$ cat config.mk
export PLATFORM = sky130hd
export DESIGN_NAME = system_clock_mode_controller
export DESIGN_NICKNAME = d
export VERILOG_FILES = /design/src/rtl/clk_mode_pkg.sv /design/src/rtl/system_clock_mode_controller.sv
export VERILOG_INCLUDE_DIRS = /design/src /design/src/rtl
export SDC_FILE = /design/constraint.sdc
export NUM_CORES = 1
export LEC_CHECK = 0
export BUFFER_PORTS_ARGS = -buffer_cell sky130_fd_sc_hd__buf_2
export CAP_MARGIN = 0
export CORE_UTILIZATION = 50
export CTS_CLUSTER_DIAMETER = 80
export DETAILED_ROUTE_END_ITERATION = 10
export PLACE_DENSITY = 0.88
export SLEW_MARGIN = 20
export SYNTH_ARGS = -nofsm -noshare
export SYNTH_HDL_FRONTEND = slang
export SYNTH_SLANG_ARGS = --single-unit
$ cat constraint.sdc
create_clock -name i_clk -period 3.34 [get_ports i_clk]
set_input_delay 0 -clock i_clk [delete_from_list [all_inputs] [get_ports i_clk]]
set_output_delay 0 -clock i_clk [all_outputs]
set_load 0.01 [all_outputs]
$ cat src/rtl/clk_mode_consts.svh
// Register offsets, field positions, reset values and timing figures
// for the system clock and operating mode controller.
// Assumes a 32-bit AHB-Lite slave and a 200 MHz bus clock.
//
// Functional notes
// - Timing generator has 2-stage prescaler, 21-stage divider, cycle counters.
// - Prescaler and divider clear on reset and on deep stop start or cancel.
// - Stage seven input depends on mode, slow select and stage-seven select.
// - Slow modes ignore stage-seven select and feed slow clock to stage seven.
// - Warm-up after stop from fast mode feeds stage six into stage seven.
// - Machine cycle is four states, zero to three, one main clock each.
// - Single-clock mode: fast oscillator only, slow pins are ports, 4 fast.
// - Reset enters single-clock fast run, everything clocked from fast clock.
// - Wait request enters single fast wait; CPU and watchdog halt.
// - Any interrupt request ends single fast wait, back to fast run.
// - On wake, enabled interrupts are serviced, else resume after wait.
// - Clock gate halt enters base-timer wait; only base timer clocked.
// - Base-timer source falling edge restores clocks, returns to fast run.
// - Base-timer wait works regardless of enable; irq needs all three enables.
// - Entered with base timer enabled, latch base timer irq after return.
// - Dual mode runs both oscillators; cycle is 4 fast or 4 slow.
// - Reset gives single mode; software enables slow oscillator first.
// - Dual fast run: CPU on fast clock, peripherals fast and/or slow.
// - Slow select one goes slow run fast-on; zero returns dual fast run.
// - Fast enable clear in slow run stops fast osc; set restores it.
// - Slow run fast-off stops divider stages one through six.
// - Dual fast wait keeps peripherals, halts CPU, wakes to dual fast run.
`ifndef CLK_MODE_CONSTS_SVH
`define CLK_MODE_CONSTS_SVH

// ----------------------------------------------------------------------
// Register map
// ----------------------------------------------------------------------
`define SYS_CTRL_TWO_OFS 8'h00
`define BASE_TIMER_CTRL_OFS 8'h04
`define MODE_STATUS_OFS 8'h08

`define SC_SLOW_OSC_EN 0
`define SC_FAST_OSC_EN 1
`define SC_SLOW_CLK_SEL 2
`define SC_WAIT_REQ 3
`define SC_GATE_HALT 4
`define SYS_CTRL_TWO_RST 5'h02

`define BT_CLK_SEL_LSB 0
`define BT_ENABLE 3
`define BT_STAGE7_SEL 4
`define BASE_TIMER_CTRL_RST 5'h00

`define ST_MODE_LSB 0
`define ST_MSTATE_LSB 7
`define ST_IRQ_LATCH 9

// ----------------------------------------------------------------------
// Timing generator
// ----------------------------------------------------------------------
`define PRESCALE_STAGES 2
`define LOW_DIV_STAGES 6
`define HIGH_DIV_STAGES 15
`define STATES_PER_CYCLE 4
`define CLK_PERIOD_PS 5000

`endif

$ cat src/rtl/clk_mode_pkg.sv
// Types shared by the clock and mode controller.
// Assumes the constants header is included by users.
package clk_mode_pkg;
   typedef enum logic [6:0] {
      fast_run_single        = 7'b000_0001,
      fast_wait_single       = 7'b000_0010,
      base_timer_wait_single = 7'b000_0100,
      fast_run_dual          = 7'b000_1000,
      fast_wait_dual         = 7'b001_0000,
      slow_run_fast_osc_on   = 7'b010_0000,
      slow_run_fast_osc_off  = 7'b100_0000
   } mode_t;
endpackage

$ cat src/rtl/system_clock_mode_controller.sv
// System clock and operating mode controller with AHB-Lite registers.
// Assumes fast clock equals i_clk; slow clock arrives on an async pin.
//
// The AHB-Lite register port and the address map were decided locally.
`timescale 1ns/1ps
`include "clk_mode_consts.svh"
module system_clock_mode_controller import clk_mode_pkg::*; (
   input wire logic i_clk,
   input wire logic i_arst_n,
   input wire logic i_hsel,
   input wire logic [31:0] i_haddr,
   input wire logic [1:0] i_htrans,
   input wire logic i_hwrite,
   input wire logic [2:0] i_hsize,
   input wire logic [31:0] i_hwdata,
   input wire logic i_hready,
   input wire logic i_slow_xtal_in,
   input wire logic i_irq_req,
   input wire logic i_master_irq_enable,
   input wire logic i_base_timer_irq_enable,
   input wire logic i_deep_stop,
   input wire logic i_stop_warmup,
   output logic o_hreadyout,
   output logic [31:0] o_hrdata,
   output logic o_hresp,
   output logic o_main_tick,
   output logic [1:0] o_machine_state,
   output logic o_cpu_run,
   output logic o_watchdog_run,
   output logic o_periph_clk_en,
   output logic o_fast_osc_on,
   output logic o_slow_osc_on,
   output logic o_slow_pins_port,
   output logic o_wake_service,
   output logic o_wake_resume,
   output logic o_base_timer_irq_take,
   output logic [22:0] o_divider
);
   // ----------------------------------------------------------------------
   // Slow clock pin synchroniser
   // ----------------------------------------------------------------------
   logic slow_s1_ff, slow_s2_ff, slow_s3_ff;
   logic slow_rise;

   always_ff @(posedge i_clk or negedge i_arst_n) begin
      if (!i_arst_n) begin
         slow_s1_ff <= 1'b0;
         slow_s2_ff <= 1'b0;
         slow_s3_ff <= 1'b0;
      end else begin
         slow_s1_ff <= i_slow_xtal_in;
         slow_s2_ff <= slow_s1_ff;
         slow_s3_ff <= slow_s2_ff;
      end
   end
   assign slow_rise = slow_s2_ff & ~slow_s3_ff;

   // ----------------------------------------------------------------------
   // Bus slave and registers
   // ----------------------------------------------------------------------
   logic [4:0] ctrl_ff, nxt_ctrl;
   logic [4:0] btc_ff, nxt_btc;
   logic wr_ff, nxt_wr;
   logic [7:0] addr_ff, nxt_addr;
   logic [31:0] hrdata_ff, nxt_hrdata;
   logic irq_latch_ff, nxt_irq_latch;
   mode_t mode_ff, nxt_mode;
   logic [1:0] mstate_ff, nxt_mstate;
   logic accept, wait_taken, halt_taken, latch_set;

   assign accept = i_hsel & i_hready & i_htrans[1];

   always_comb begin
      nxt_wr = 1'b0;
      nxt_addr = addr_ff;
      nxt_hrdata = hrdata_ff;
      nxt_ctrl = ctrl_ff;
      nxt_btc = btc_ff;
      nxt_irq_latch = irq_latch_ff | latch_set;
      // Requests clear once the mode machine takes them
      if (wait_taken) begin
         nxt_ctrl[`SC_WAIT_REQ] = 1'b0;
      end
      if (halt_taken) begin
         nxt_ctrl[`SC_GATE_HALT] = 1'b0;
      end
      if (wr_ff) begin
         if (addr_ff == `SYS_CTRL_TWO_OFS) begin
            nxt_ctrl[2:0] = i_hwdata[2:0];
            // Write one only; a write of zero never cancels a pending request
            if (i_hwdata[`SC_WAIT_REQ]) begin
               nxt_ctrl[`SC_WAIT_REQ] = 1'b1;
            end
            if (i_hwdata[`SC_GATE_HALT]) begin
               nxt_ctrl[`SC_GATE_HALT] = 1'b1;
            end
         end else if (addr_ff == `BASE_TIMER_CTRL_OFS) begin
            nxt_btc = i_hwdata[4:0];
         end else if (addr_ff == `MODE_STATUS_OFS) begin
            // Set beats clear in the same cycle
            if (i_hwdata[`ST_IRQ_LATCH] && !latch_set) begin
               nxt_irq_latch = 1'b0;
            end
         end
      end
      if (accept) begin
         nxt_wr = i_hwrite;
         nxt_addr = i_haddr[7:0];
         if (i_haddr[7:0] == `SYS_CTRL_TWO_OFS) begin
            nxt_hrdata = {27'h000_0000, ctrl_ff};
         end else if (i_haddr[7:0] == `BASE_TIMER_CTRL_OFS) begin
            nxt_hrdata = {27'h000_0000, btc_ff};
         end else if (i_haddr[7:0] == `MODE_STATUS_OFS) begin
            nxt_hrdata = {22'h00_0000, irq_latch_ff, mstate_ff, mode_ff};
         end else begin
            nxt_hrdata = 32'h0000_0000;
         end
      end
   end

   always_ff @(posedge i_clk or negedge i_arst_n) begin
      if (!i_arst_n) begin
         wr_ff <= 1'b0;
         addr_ff <= 8'h00;
         hrdata_ff <= 32'h0000_0000;
         ctrl_ff <= `SYS_CTRL_TWO_RST;
         btc_ff <= `BASE_TIMER_CTRL_RST;
         irq_latch_ff <= 1'b0;
      end else begin
         wr_ff <= nxt_wr;
         addr_ff <= nxt_addr;
         hrdata_ff <= nxt_hrdata;
         ctrl_ff <= nxt_ctrl;
         btc_ff <= nxt_btc;
         irq_latch_ff <= nxt_irq_latch;
      end
   end

   // ----------------------------------------------------------------------
   // Machine cycle and mode sequencer
   // ----------------------------------------------------------------------
   logic is_slow, main_adv, boundary, tbt_fall, wake_req;
   logic bt_wake_ff, nxt_bt_wake;
   logic bt_armed_ff, nxt_bt_armed;
   logic svc_ff, nxt_svc, res_ff, nxt_res;

   assign is_slow = (mode_ff == slow_run_fast_osc_on) || (mode_ff == slow_run_fast_osc_off);
   // Fast modes step every fast clock; slow modes on each slow rising edge
   assign main_adv = is_slow ? slow_rise : 1'b1;
   assign boundary = main_adv && (mstate_ff == 2'd3);
   assign wake_req = i_irq_req;

   always_comb begin
      nxt_mstate = mstate_ff;
      if (main_adv) begin
         nxt_mstate = mstate_ff + 2'd1;
      end
   end

   always_comb begin
      nxt_mode = mode_ff;
      nxt_bt_wake = bt_wake_ff | tbt_fall;
      nxt_bt_armed = bt_armed_ff;
      nxt_svc = 1'b0;
      nxt_res = 1'b0;
      wait_taken = 1'b0;
      halt_taken = 1'b0;
      latch_set = 1'b0;
      // Switching only at the end of state three keeps every clock whole
      if (boundary) begin
         case (mode_ff)
            fast_run_single: begin
               if (ctrl_ff[`SC_GATE_HALT]) begin
                  nxt_mode = base_timer_wait_single;
                  halt_taken = 1'b1;
                  nxt_bt_wake = 1'b0;
                  nxt_bt_armed = btc_ff[`BT_ENABLE];
               end else if (ctrl_ff[`SC_WAIT_REQ]) begin
                  nxt_mode = fast_wait_single;
                  wait_taken = 1'b1;
               end else if (ctrl_ff[`SC_SLOW_OSC_EN]) begin
                  nxt_mode = fast_run_dual;
               end
            end
            fast_wait_single: begin
               if (wake_req) begin
                  nxt_mode = fast_run_single;
                  nxt_svc = i_master_irq_enable;
                  nxt_res = ~i_master_irq_enable;
               end
            end
            base_timer_wait_single: begin
               if (bt_wake_ff) begin
                  nxt_mode = fast_run_single;
                  latch_set = bt_armed_ff;
                  nxt_bt_armed = 1'b0;
               end
            end
            fast_run_dual: begin
               if (ctrl_ff[`SC_WAIT_REQ]) begin
                  nxt_mode = fast_wait_dual;
                  wait_taken = 1'b1;
               end else if (ctrl_ff[`SC_SLOW_CLK_SEL]) begin
                  nxt_mode = slow_run_fast_osc_on;
               end else if (!ctrl_ff[`SC_SLOW_OSC_EN]) begin
                  nxt_mode = fast_run_single;
               end
            end
            fast_wait_dual: begin
               if (wake_req) begin
                  nxt_mode = fast_run_dual;
                  nxt_svc = i_master_irq_enable;
                  nxt_res = ~i_master_irq_enable;
               end
            end
            slow_run_fast_osc_on: begin
               if (!ctrl_ff[`SC_SLOW_CLK_SEL]) begin
                  nxt_mode = fast_run_dual;
               end else if (!ctrl_ff[`SC_FAST_OSC_EN]) begin
                  nxt_mode = slow_run_fast_osc_off;
               end
            end
            slow_run_fast_osc_off: begin
               if (ctrl_ff[`SC_FAST_OSC_EN]) begin
                  nxt_mode = slow_run_fast_osc_on;
               end
            end
            default: begin
               nxt_mode = fast_run_single;
            end
         endcase
      end
   end

   always_ff @(posedge i_clk or negedge i_arst_n) begin
      if (!i_arst_n) begin
         mode_ff <= fast_run_single;
         mstate_ff <= 2'd0;
         bt_wake_ff <= 1'b0;
         bt_armed_ff <= 1'b0;
         svc_ff <= 1'b0;
         res_ff <= 1'b0;
      end else begin
         mode_ff <= nxt_mode;
         mstate_ff <= nxt_mstate;
         bt_wake_ff <= nxt_bt_wake;
         bt_armed_ff <= nxt_bt_armed;
         svc_ff <= nxt_svc;
         res_ff <= nxt_res;
      end
   end

   // ----------------------------------------------------------------------
   // Prescaler and divider
   // ----------------------------------------------------------------------
   localparam int LOW_W = `PRESCALE_STAGES + `LOW_DIV_STAGES;
   logic [LOW_W-1:0] low_ff, nxt_low;
   logic [`HIGH_DIV_STAGES-1:0] high_ff, nxt_high;
   logic stop_ff, warm_fast_ff, nxt_warm_fast, tap_ff, nxt_tap;
   logic low_run, stage6_out, stage7_in, stop_edge, is_fast;

   assign is_fast = (mode_ff == fast_run_single) || (mode_ff == fast_run_dual);
   // Slow run with fast oscillator off starves stages one to six
   assign low_run = (mode_ff != slow_run_fast_osc_off);
   assign stage6_out = low_run && (&low_ff);
   assign stop_edge = i_deep_stop ^ stop_ff;

   always_comb begin
      stage7_in = stage6_out;
      if (is_slow) begin
         stage7_in = slow_rise;
      end else if (i_stop_warmup && warm_fast_ff) begin
         stage7_in = stage6_out;
      end else if (btc_ff[`BT_STAGE7_SEL]) begin
         // Relies on software keeping this clear in single mode
         stage7_in = slow_rise;
      end
   end

   always_comb begin
      nxt_low = low_ff;
      nxt_high = high_ff;
      nxt_warm_fast = warm_fast_ff;
      if (stop_edge && i_deep_stop) begin
         nxt_warm_fast = is_fast;
      end
      if (stop_edge) begin
         nxt_low = '0;
         nxt_high = '0;
      end else begin
         if (low_run) begin
            nxt_low = low_ff + 1'b1;
         end
         if (stage7_in) begin
            nxt_high = high_ff + 1'b1;
         end
      end
      nxt_tap = high_ff[{btc_ff[2:0], 1'b0}];
   end
   assign tbt_fall = tap_ff && !high_ff[{btc_ff[2:0], 1'b0}];

   always_ff @(posedge i_clk or negedge i_arst_n) begin
      if (!i_arst_n) begin
         low_ff <= '0;
         high_ff <= '0;
         stop_ff <= 1'b0;
         warm_fast_ff <= 1'b0;
         tap_ff <= 1'b0;
      end else begin
         low_ff <= nxt_low;
         high_ff <= nxt_high;
         stop_ff <= i_deep_stop;
         warm_fast_ff <= nxt_warm_fast;
         tap_ff <= nxt_tap;
      end
   end

   // ----------------------------------------------------------------------
   // Registered outputs
   // ----------------------------------------------------------------------
   logic single_mode;
   assign single_mode = (mode_ff == fast_run_single) || (mode_ff == fast_wait_single)
      || (mode_ff == base_timer_wait_single);

   always_ff @(posedge i_clk or negedge i_arst_n) begin
      if (!i_arst_n) begin
         o_hreadyout <= 1'b1;
         o_hresp <= 1'b0;
         o_main_tick <= 1'b0;
         o_machine_state <= 2'd0;
         o_cpu_run <= 1'b1;
         o_watchdog_run <= 1'b1;
         o_periph_clk_en <= 1'b1;
         o_fast_osc_on <= 1'b1;
         o_slow_osc_on <= 1'b0;
         o_slow_pins_port <= 1'b1;
         o_wake_service <= 1'b0;
         o_wake_resume <= 1'b0;
         o_base_timer_irq_take <= 1'b0;
      end else begin
         o_hreadyout <= 1'b1;
         o_hresp <= 1'b0;
         o_main_tick <= main_adv;
         o_machine_state <= nxt_mstate;
         o_cpu_run <= (nxt_mode == fast_run_single) || (nxt_mode == fast_run_dual)
            || (nxt_mode == slow_run_fast_osc_on) || (nxt_mode == slow_run_fast_osc_off);
         o_watchdog_run <= (nxt_mode != fast_wait_single) && (nxt_mode != fast_wait_dual)
            && (nxt_mode != base_timer_wait_single);
         o_periph_clk_en <= (nxt_mode != base_timer_wait_single);
         o_fast_osc_on <= (nxt_mode != slow_run_fast_osc_off);
         o_slow_osc_on <= ctrl_ff[`SC_SLOW_OSC_EN] && !single_mode;
         o_slow_pins_port <= single_mode;
         // One cycle behind the mode change, so the CPU sees run first
         o_wake_service <= svc_ff;
         o_wake_resume <= res_ff;
         o_base_timer_irq_take <= nxt_irq_latch && i_master_irq_enable
            && i_base_timer_irq_enable && btc_ff[`BT_ENABLE];
      end
   end
   assign o_hrdata = hrdata_ff;
   assign o_divider = {high_ff, low_ff};
endmodule

---- After elaboration in Yosys (flattened, before gate mapping) ----
Cells that the tools add are included.
storage, ports and cells
  latch bits .............................. 0
  RAM bits ................................ 0
  memory bits (read-only) ................. 0
  flip-flop bits (word level) ............. 104
  output and inout bits ................... 69
  memories ................................ 0
  bits of input ports ..................... 80
  logic and storage cells ................. 160
cells by class
  eq/ne operators ......................... 23
  magnitude comparators ................... 1
  reductions and logical operators ........ 32
  shifts and indexed selects .............. 0
  $mul .................................... 0
  div/mod/pow operators ................... 0
  add/subtract/negate cells ............... 3
  bitwise logic cells ..................... 9
  multiplexer cells ....................... 61
operator list
  operator                                               count
  2-to-1 mux 7 bit                                       13
  case mux 7 bit (7 select lines)                        1
  2-to-1 mux 1 bit                                       35
  2-to-1 mux 10 bit                                      3
  2-to-1 mux 15 bit                                      2
  equality test 8 x 3 -> 1 bit, second input constant    2
  equality test 8 x 4 -> 1 bit, second input constant    2
  logical NOT 8 bit                                      2
  2-to-1 mux 8 bit                                       2
  adder 15 x 1 -> 15 bit, second input constant          1
  equality test 7 x 1 -> 1 bit, second input constant    2
  equality test 7 x 4 -> 1 bit, second input constant    2
  equality test 7 x 6 -> 1 bit, second input constant    2
  equality test 7 bit, second input constant             2
  inequality test 7 bit, second input constant           2
  logical AND 1 bit                                      12
  2-to-1 mux 5 bit                                       2
  adder 8 x 1 -> 8 bit, second input constant            1
  AND reduction 8 bit                                    1
  equality test 7 x 2 -> 1 bit, second input constant    1
  equality test 7 x 3 -> 1 bit, second input constant    1
  equality test 7 x 5 -> 1 bit, second input constant    1
  logical OR 1 bit                                       7
  inequality test 7 x 2 -> 1 bit, second input constant  1
  other kinds (18)                                       29

---- Longest topological paths before layout ----
  word-level depth ........................ 15
  gate-level depth with buffers ........... 10

---- Least setup slack after synthesis ----
Ideal clock, no wire load.
  path kind ............................... reg2reg
  start ................................... register mode_ff[1]
  end ..................................... register o_cpu_run
  cell stages (with the launch flop) ...... 10
  setup slack ............................. 850 ps
  arrival time ............................ 2409 ps
  required time ........................... 3258 ps
  path through ............................ dfrtp_1 buf_6 or4_4 buf_6 o41ai_4 buf_6 o21ai_2 a211o_4 nor3b_1 o31a_1
between the ends
  word-level cells in the longest chain between the ends .. 9
RTL lines
  element                                                                              line                                                                      source
  start, declared                                                                      system_clock_mode_controller.sv:67                                        mode_t mode_ff, nxt_mode;
  start signal, assigned                                                               system_clock_mode_controller.sv:237                                       mode_ff <= fast_run_single;
  start signal, assigned                                                               system_clock_mode_controller.sv:244                                       mode_ff <= nxt_mode;
  equality test 7 x 6 -> 1 bit / equality test 7 bit (equally long branches)           system_clock_mode_controller.sv:147, system_clock_mode_controller.sv:171
  logical OR 1 bit                                                                     system_clock_mode_controller.sv:147                                       assign is_slow = (mode_ff == slow_run_fast_osc_on) || (mode_ff == slow_run_fast_osc_off);
  2-to-1 mux 1 bit                                                                     system_clock_mode_controller.sv:149                                       assign main_adv = is_slow ? slow_rise : 1'b1;
  logical AND 1 bit                                                                    system_clock_mode_controller.sv:150                                       assign boundary = main_adv && (mstate_ff == 2'd3);
  2-to-1 mux 7 bit *                                                                   system_clock_mode_controller.sv:170                                       if (boundary) begin
  via nxt_mode[5]                                                                      system_clock_mode_controller.sv:67
  equality test 7 x 1 -> 1 bit / equality test 7 x 4 -> 1 bit (equally long branches)  system_clock_mode_controller.sv:345                                       o_cpu_run <= (nxt_mode == fast_run_single) || (nxt_mode == fast_run_dual)
  logical OR 1 bit                                                                     system_clock_mode_controller.sv:345
  logical OR 1 bit                                                                     system_clock_mode_controller.sv:346                                       || (nxt_mode == slow_run_fast_osc_on) || (nxt_mode == slow_run_fast_osc_off);
  logical OR 1 bit *                                                                   system_clock_mode_controller.sv:346
  end signal, assigned                                                                 system_clock_mode_controller.sv:345
  end, declared                                                                        system_clock_mode_controller.sv:28                                        output logic o_cpu_run,
The timed path passes the listed nets; every way through them passes the cells marked *.
A chain may end at the register's enable or synchronous reset.

---- Final worst setup path ----
  start ................................... register mode_ff[4]
  end ..................................... register high_ff[9]
between the ends
  word-level cells in the longest chain between the ends .. 6
RTL lines
  element                         line                                 source
  inequality test 7 bit           system_clock_mode_controller.sv:264  assign low_run = (mode_ff != slow_run_fast_osc_off);
  logical AND 1 bit               system_clock_mode_controller.sv:265  assign stage6_out = low_run && (&low_ff);
  2-to-1 mux 1 bit                system_clock_mode_controller.sv:274  end else if (btc_ff[`BT_STAGE7_SEL]) begin
  2-to-1 mux 1 bit                system_clock_mode_controller.sv:272  end else if (i_stop_warmup && warm_fast_ff) begin
  2-to-1 mux 1 bit *              system_clock_mode_controller.sv:270  if (is_slow) begin
  nonzero test 2 bit (no line) *  -
  end signal, assigned            system_clock_mode_controller.sv:311  high_ff <= nxt_high;
  end, declared                   system_clock_mode_controller.sv:258  logic [`HIGH_DIV_STAGES-1:0] high_ff, nxt_high;
Mark *: on every way between the ends. The rest lies on a longest branch, timed or not.

==> impl_metrics.py <==
metrics = {
    "cts": {
        "clockBufferDepth": 2,
        "ctsResizeCount": 0,
        "insertion_delay_ns": 0.36,
        "cts_root_buf": "clkbuf_8",
        "tritoncts": "yes",
        "clkSlewWorstSetupHoldPaths_ns": 0.09,
        "postCtsHoldBufs": 22,
        "cts.sinks": 82,
        "post_cts_buffers": 0,
        "numCtsBuffers": 9,
        "cts_max_level": 3,
    },
    "yosys": {
        "synth-async-reset-ratio": 1.00,
        "synth-edff-count": 0,
        "synth_area_per_cell_um2": 9.94,
        "netlist_area_um2": 4440,
        "postSynthCellCount": 447,
        "synth_top_area_frac": 0.422,
        "synth_top_area_cell": "dfrtp_1",
        "synth_area_leaders": "dfrtp_1 (42%), nand2_1 (5.1%), dfstp_2 (4.1%), buf_4 (4.1%), mux2_2 (3.0%)",
        "synthFlopType": "dfrtp_1",
        "synth_warnings": 0,
        "synth_seq_area_share": 0.464,
        "ys_types": 70,
        "synth_seq_cells": 82,
    },
    "final_layout": {
        "layout_common_cells": "dfrtp_1 (75), buf_2 (69), nand2_1 (60)",
        "syn_to_final_growth_pct": 17.1,
        "antennaDiodeCount": 0,
        "layout_commonest_cell": "dfrtp_1",
        "fin_nets": 614,
        "register_area_um2": 2060,
        "multiInputGateArea_um2": 2130,
        "nFillCells": 723,
        "drive_gt1_frac": 0.239,
    },
    "global_routing": {
        "grt_max_degree": 83,
        "grt_util_all_layers": 0.229,
        "grt_overflow": 0,
        "grt_first_pass_wirelength_um": 16000,
        "grt_pass1_vias": 3440,
        "antenna_found_initial": 0,
    },
    "worst_setup_path": {
        "worst_path_largest_cell_delay_ns": 0.80,
        "reg2reg_slack_ns": 0.56,
        "arrival_ns": 3.03,
        "worst-path-buf-inv": 0,
        "critPathCaptureType": "flip-flop",
        "critPathSlowestCell": "dfrtp_1",
        "cp_common_cell": "nand4_1",
        "cp_top_family": "simple AND/OR/NAND/NOR gates",
        "crit_required_ns": 3.60,
        "path_max_fanout": 19,
        "critical_path_class": "reg2reg",
        "cp-start-kind": "flip-flop",
        "crit_chain": "nor2_1, a31oi_1, nand4_1, a211oi_2, nand4_1, xnor2_1, and2_1",
    },
    "floorplan": {
        "pin_count": 149,
        "die_h_um": 96.3,
        "rows": 34,
        "die_w_um": 96.3,
        "start_util": 0.512,
        "dieArea_um2": 9270,
        "core_um2": 8680,
    },
    "route": {
        "ant_nets": 0,
        "via_per_inst": 5.61,
        "drt_wl_total_um": 9890,
        "drt_iter0_markers": 282,
        "dr.pass1.iters": 5,
        "wire_per_inst_um": 15.4,
        "vias": 3610,
        "drc": 0,
    },
    "sta": {
        "maxSlewHeadroom": 0.408,
        "worst_pin_slew_ns": 0.876,
        "min_period_ns": 2.78,
        "fmax_ghz": 0.360,
        "setup_viol": 0,
        "finClkSkew_ns": 0.0116,
        "tns_ns": 0,
        "period_share": 0.831,
        "rsz0062_at_grt": "no",
        "hold_violations": 0,
        "slew_viol_final": 0,
    },
    "placed_design": {
        "hpwl_um": 6620,
        "io_buffers": 70,
        "gp_congestion": 0.852,
    },
    "flow_run": {
        "max_cap_violations": 0,
    },
    "power": {
        "power.density_nw_per_um2": 484,
        "ir_drop_mv": 0.281,
        "leakagePower_nw": 2.44,
        "p_total_mw": 2.52,
    },
    "run_status": {
        "status": "complete, no violations",
    },
    "hold_path": {
        "hold_path_class": "in2async",
    },
}
## metal layers
metal	global-route usage	vias to the layer above	wire length (um)
met5	0	-	0
met4	0.0746	0	120
met3	0.0529	11	581
met2	0.388	154	5050
met1	0.287	1752	4150
li1	-	1693	-
## power by group
part | switching [mW] | leakage, nW | internal, mW
clock | 0.387 | 0.106 | 0.426
sequential | 0.106 | 1.06 | 1.10
combinational | 0.280 | 1.27 | 0.221
total | 0.773 | 2.44 | 1.74
## layout make-up
class                   count  share of cell area
clock inverters             7              0.0195
multi-input cells         329               0.409
inverters                  11             0.00794
well taps                 108              0.0260
clock buffers               9              0.0238
flip-flops and latches     82               0.396
repair buffers             97               0.118
## Yosys cell counts, drive strengths merged, types with 6 or more instances
cell type and number:
and3 10, nand4 9, mux2 12, nand2 61, nand3 21, nor2 16, buf 31, nor2b 12
clkbuf 16, and2 14, xor2 10, a22oi 6, nor4 10, o21ai 23, dfrtp 75, nor3 10
inv 11, dfstp 7, xnor2 14
## through the flow
stage / setup WS (ns) / hold slack (ns) / cell area [um2] / util / std cells
finish: 0.564 / 0.242 / 5200 / 0.599 / 643
global route: 0.366 / 0.277 / 5200 / 0.599 / 643
CTS: 0.575 / 0.239 / 5200 / 0.599 / 643
detailed placement: 0.616 / 0.111 / 4750 / 0.548 / 605
global placement: 0.681 / 0.108 / 4750 / 0.548 / 605
floorplan: 0.850 / -0.296 / 4530 / - / 469
## path summary, 6_finish.rpt
| path | cells after the start | to | from |
|---|---|---|---|
| setup reg to reg | 7 | high_ff[9] | mode_ff[4] |
| min in group i_clk | 4 | addr_ff[3] | i_hready |
| hold reg to reg | 0 | o_wake_service | svc_ff |
| hold / removal | 2 | addr_ff[7] | i_arst_n |
| setup / recovery | 7 | high_ff[9] | mode_ff[4] |
| max in group asynchronous | 2 | mode_ff[3] | i_arst_n |
## flip-flops by register name, indices dropped and copies added, names as in the netlist, 2 cells and up
name             cells
high_ff             15
o_hrdata            10
addr_ff              8
low_ff               8
mode_ff              7
btc_ff               5
ctrl_ff              5
o_machine_state      2
## logic make-up after synthesis
kind of cell / after synthesis / share of synthesized area
and+or+nand+nor: 192 / 0.237
other: 2 / 0.00169
buffers and inverters: 58 / 0.0766
DFF: 82 / 0.464
AOI/OAI and AO/OA: 69 / 0.118
xor gates and xnor gates: 24 / 0.0473
muxes: 16 / 0.0450
adders and majority gates: 4 / 0.0113
(Power assumes the default switching activity.)
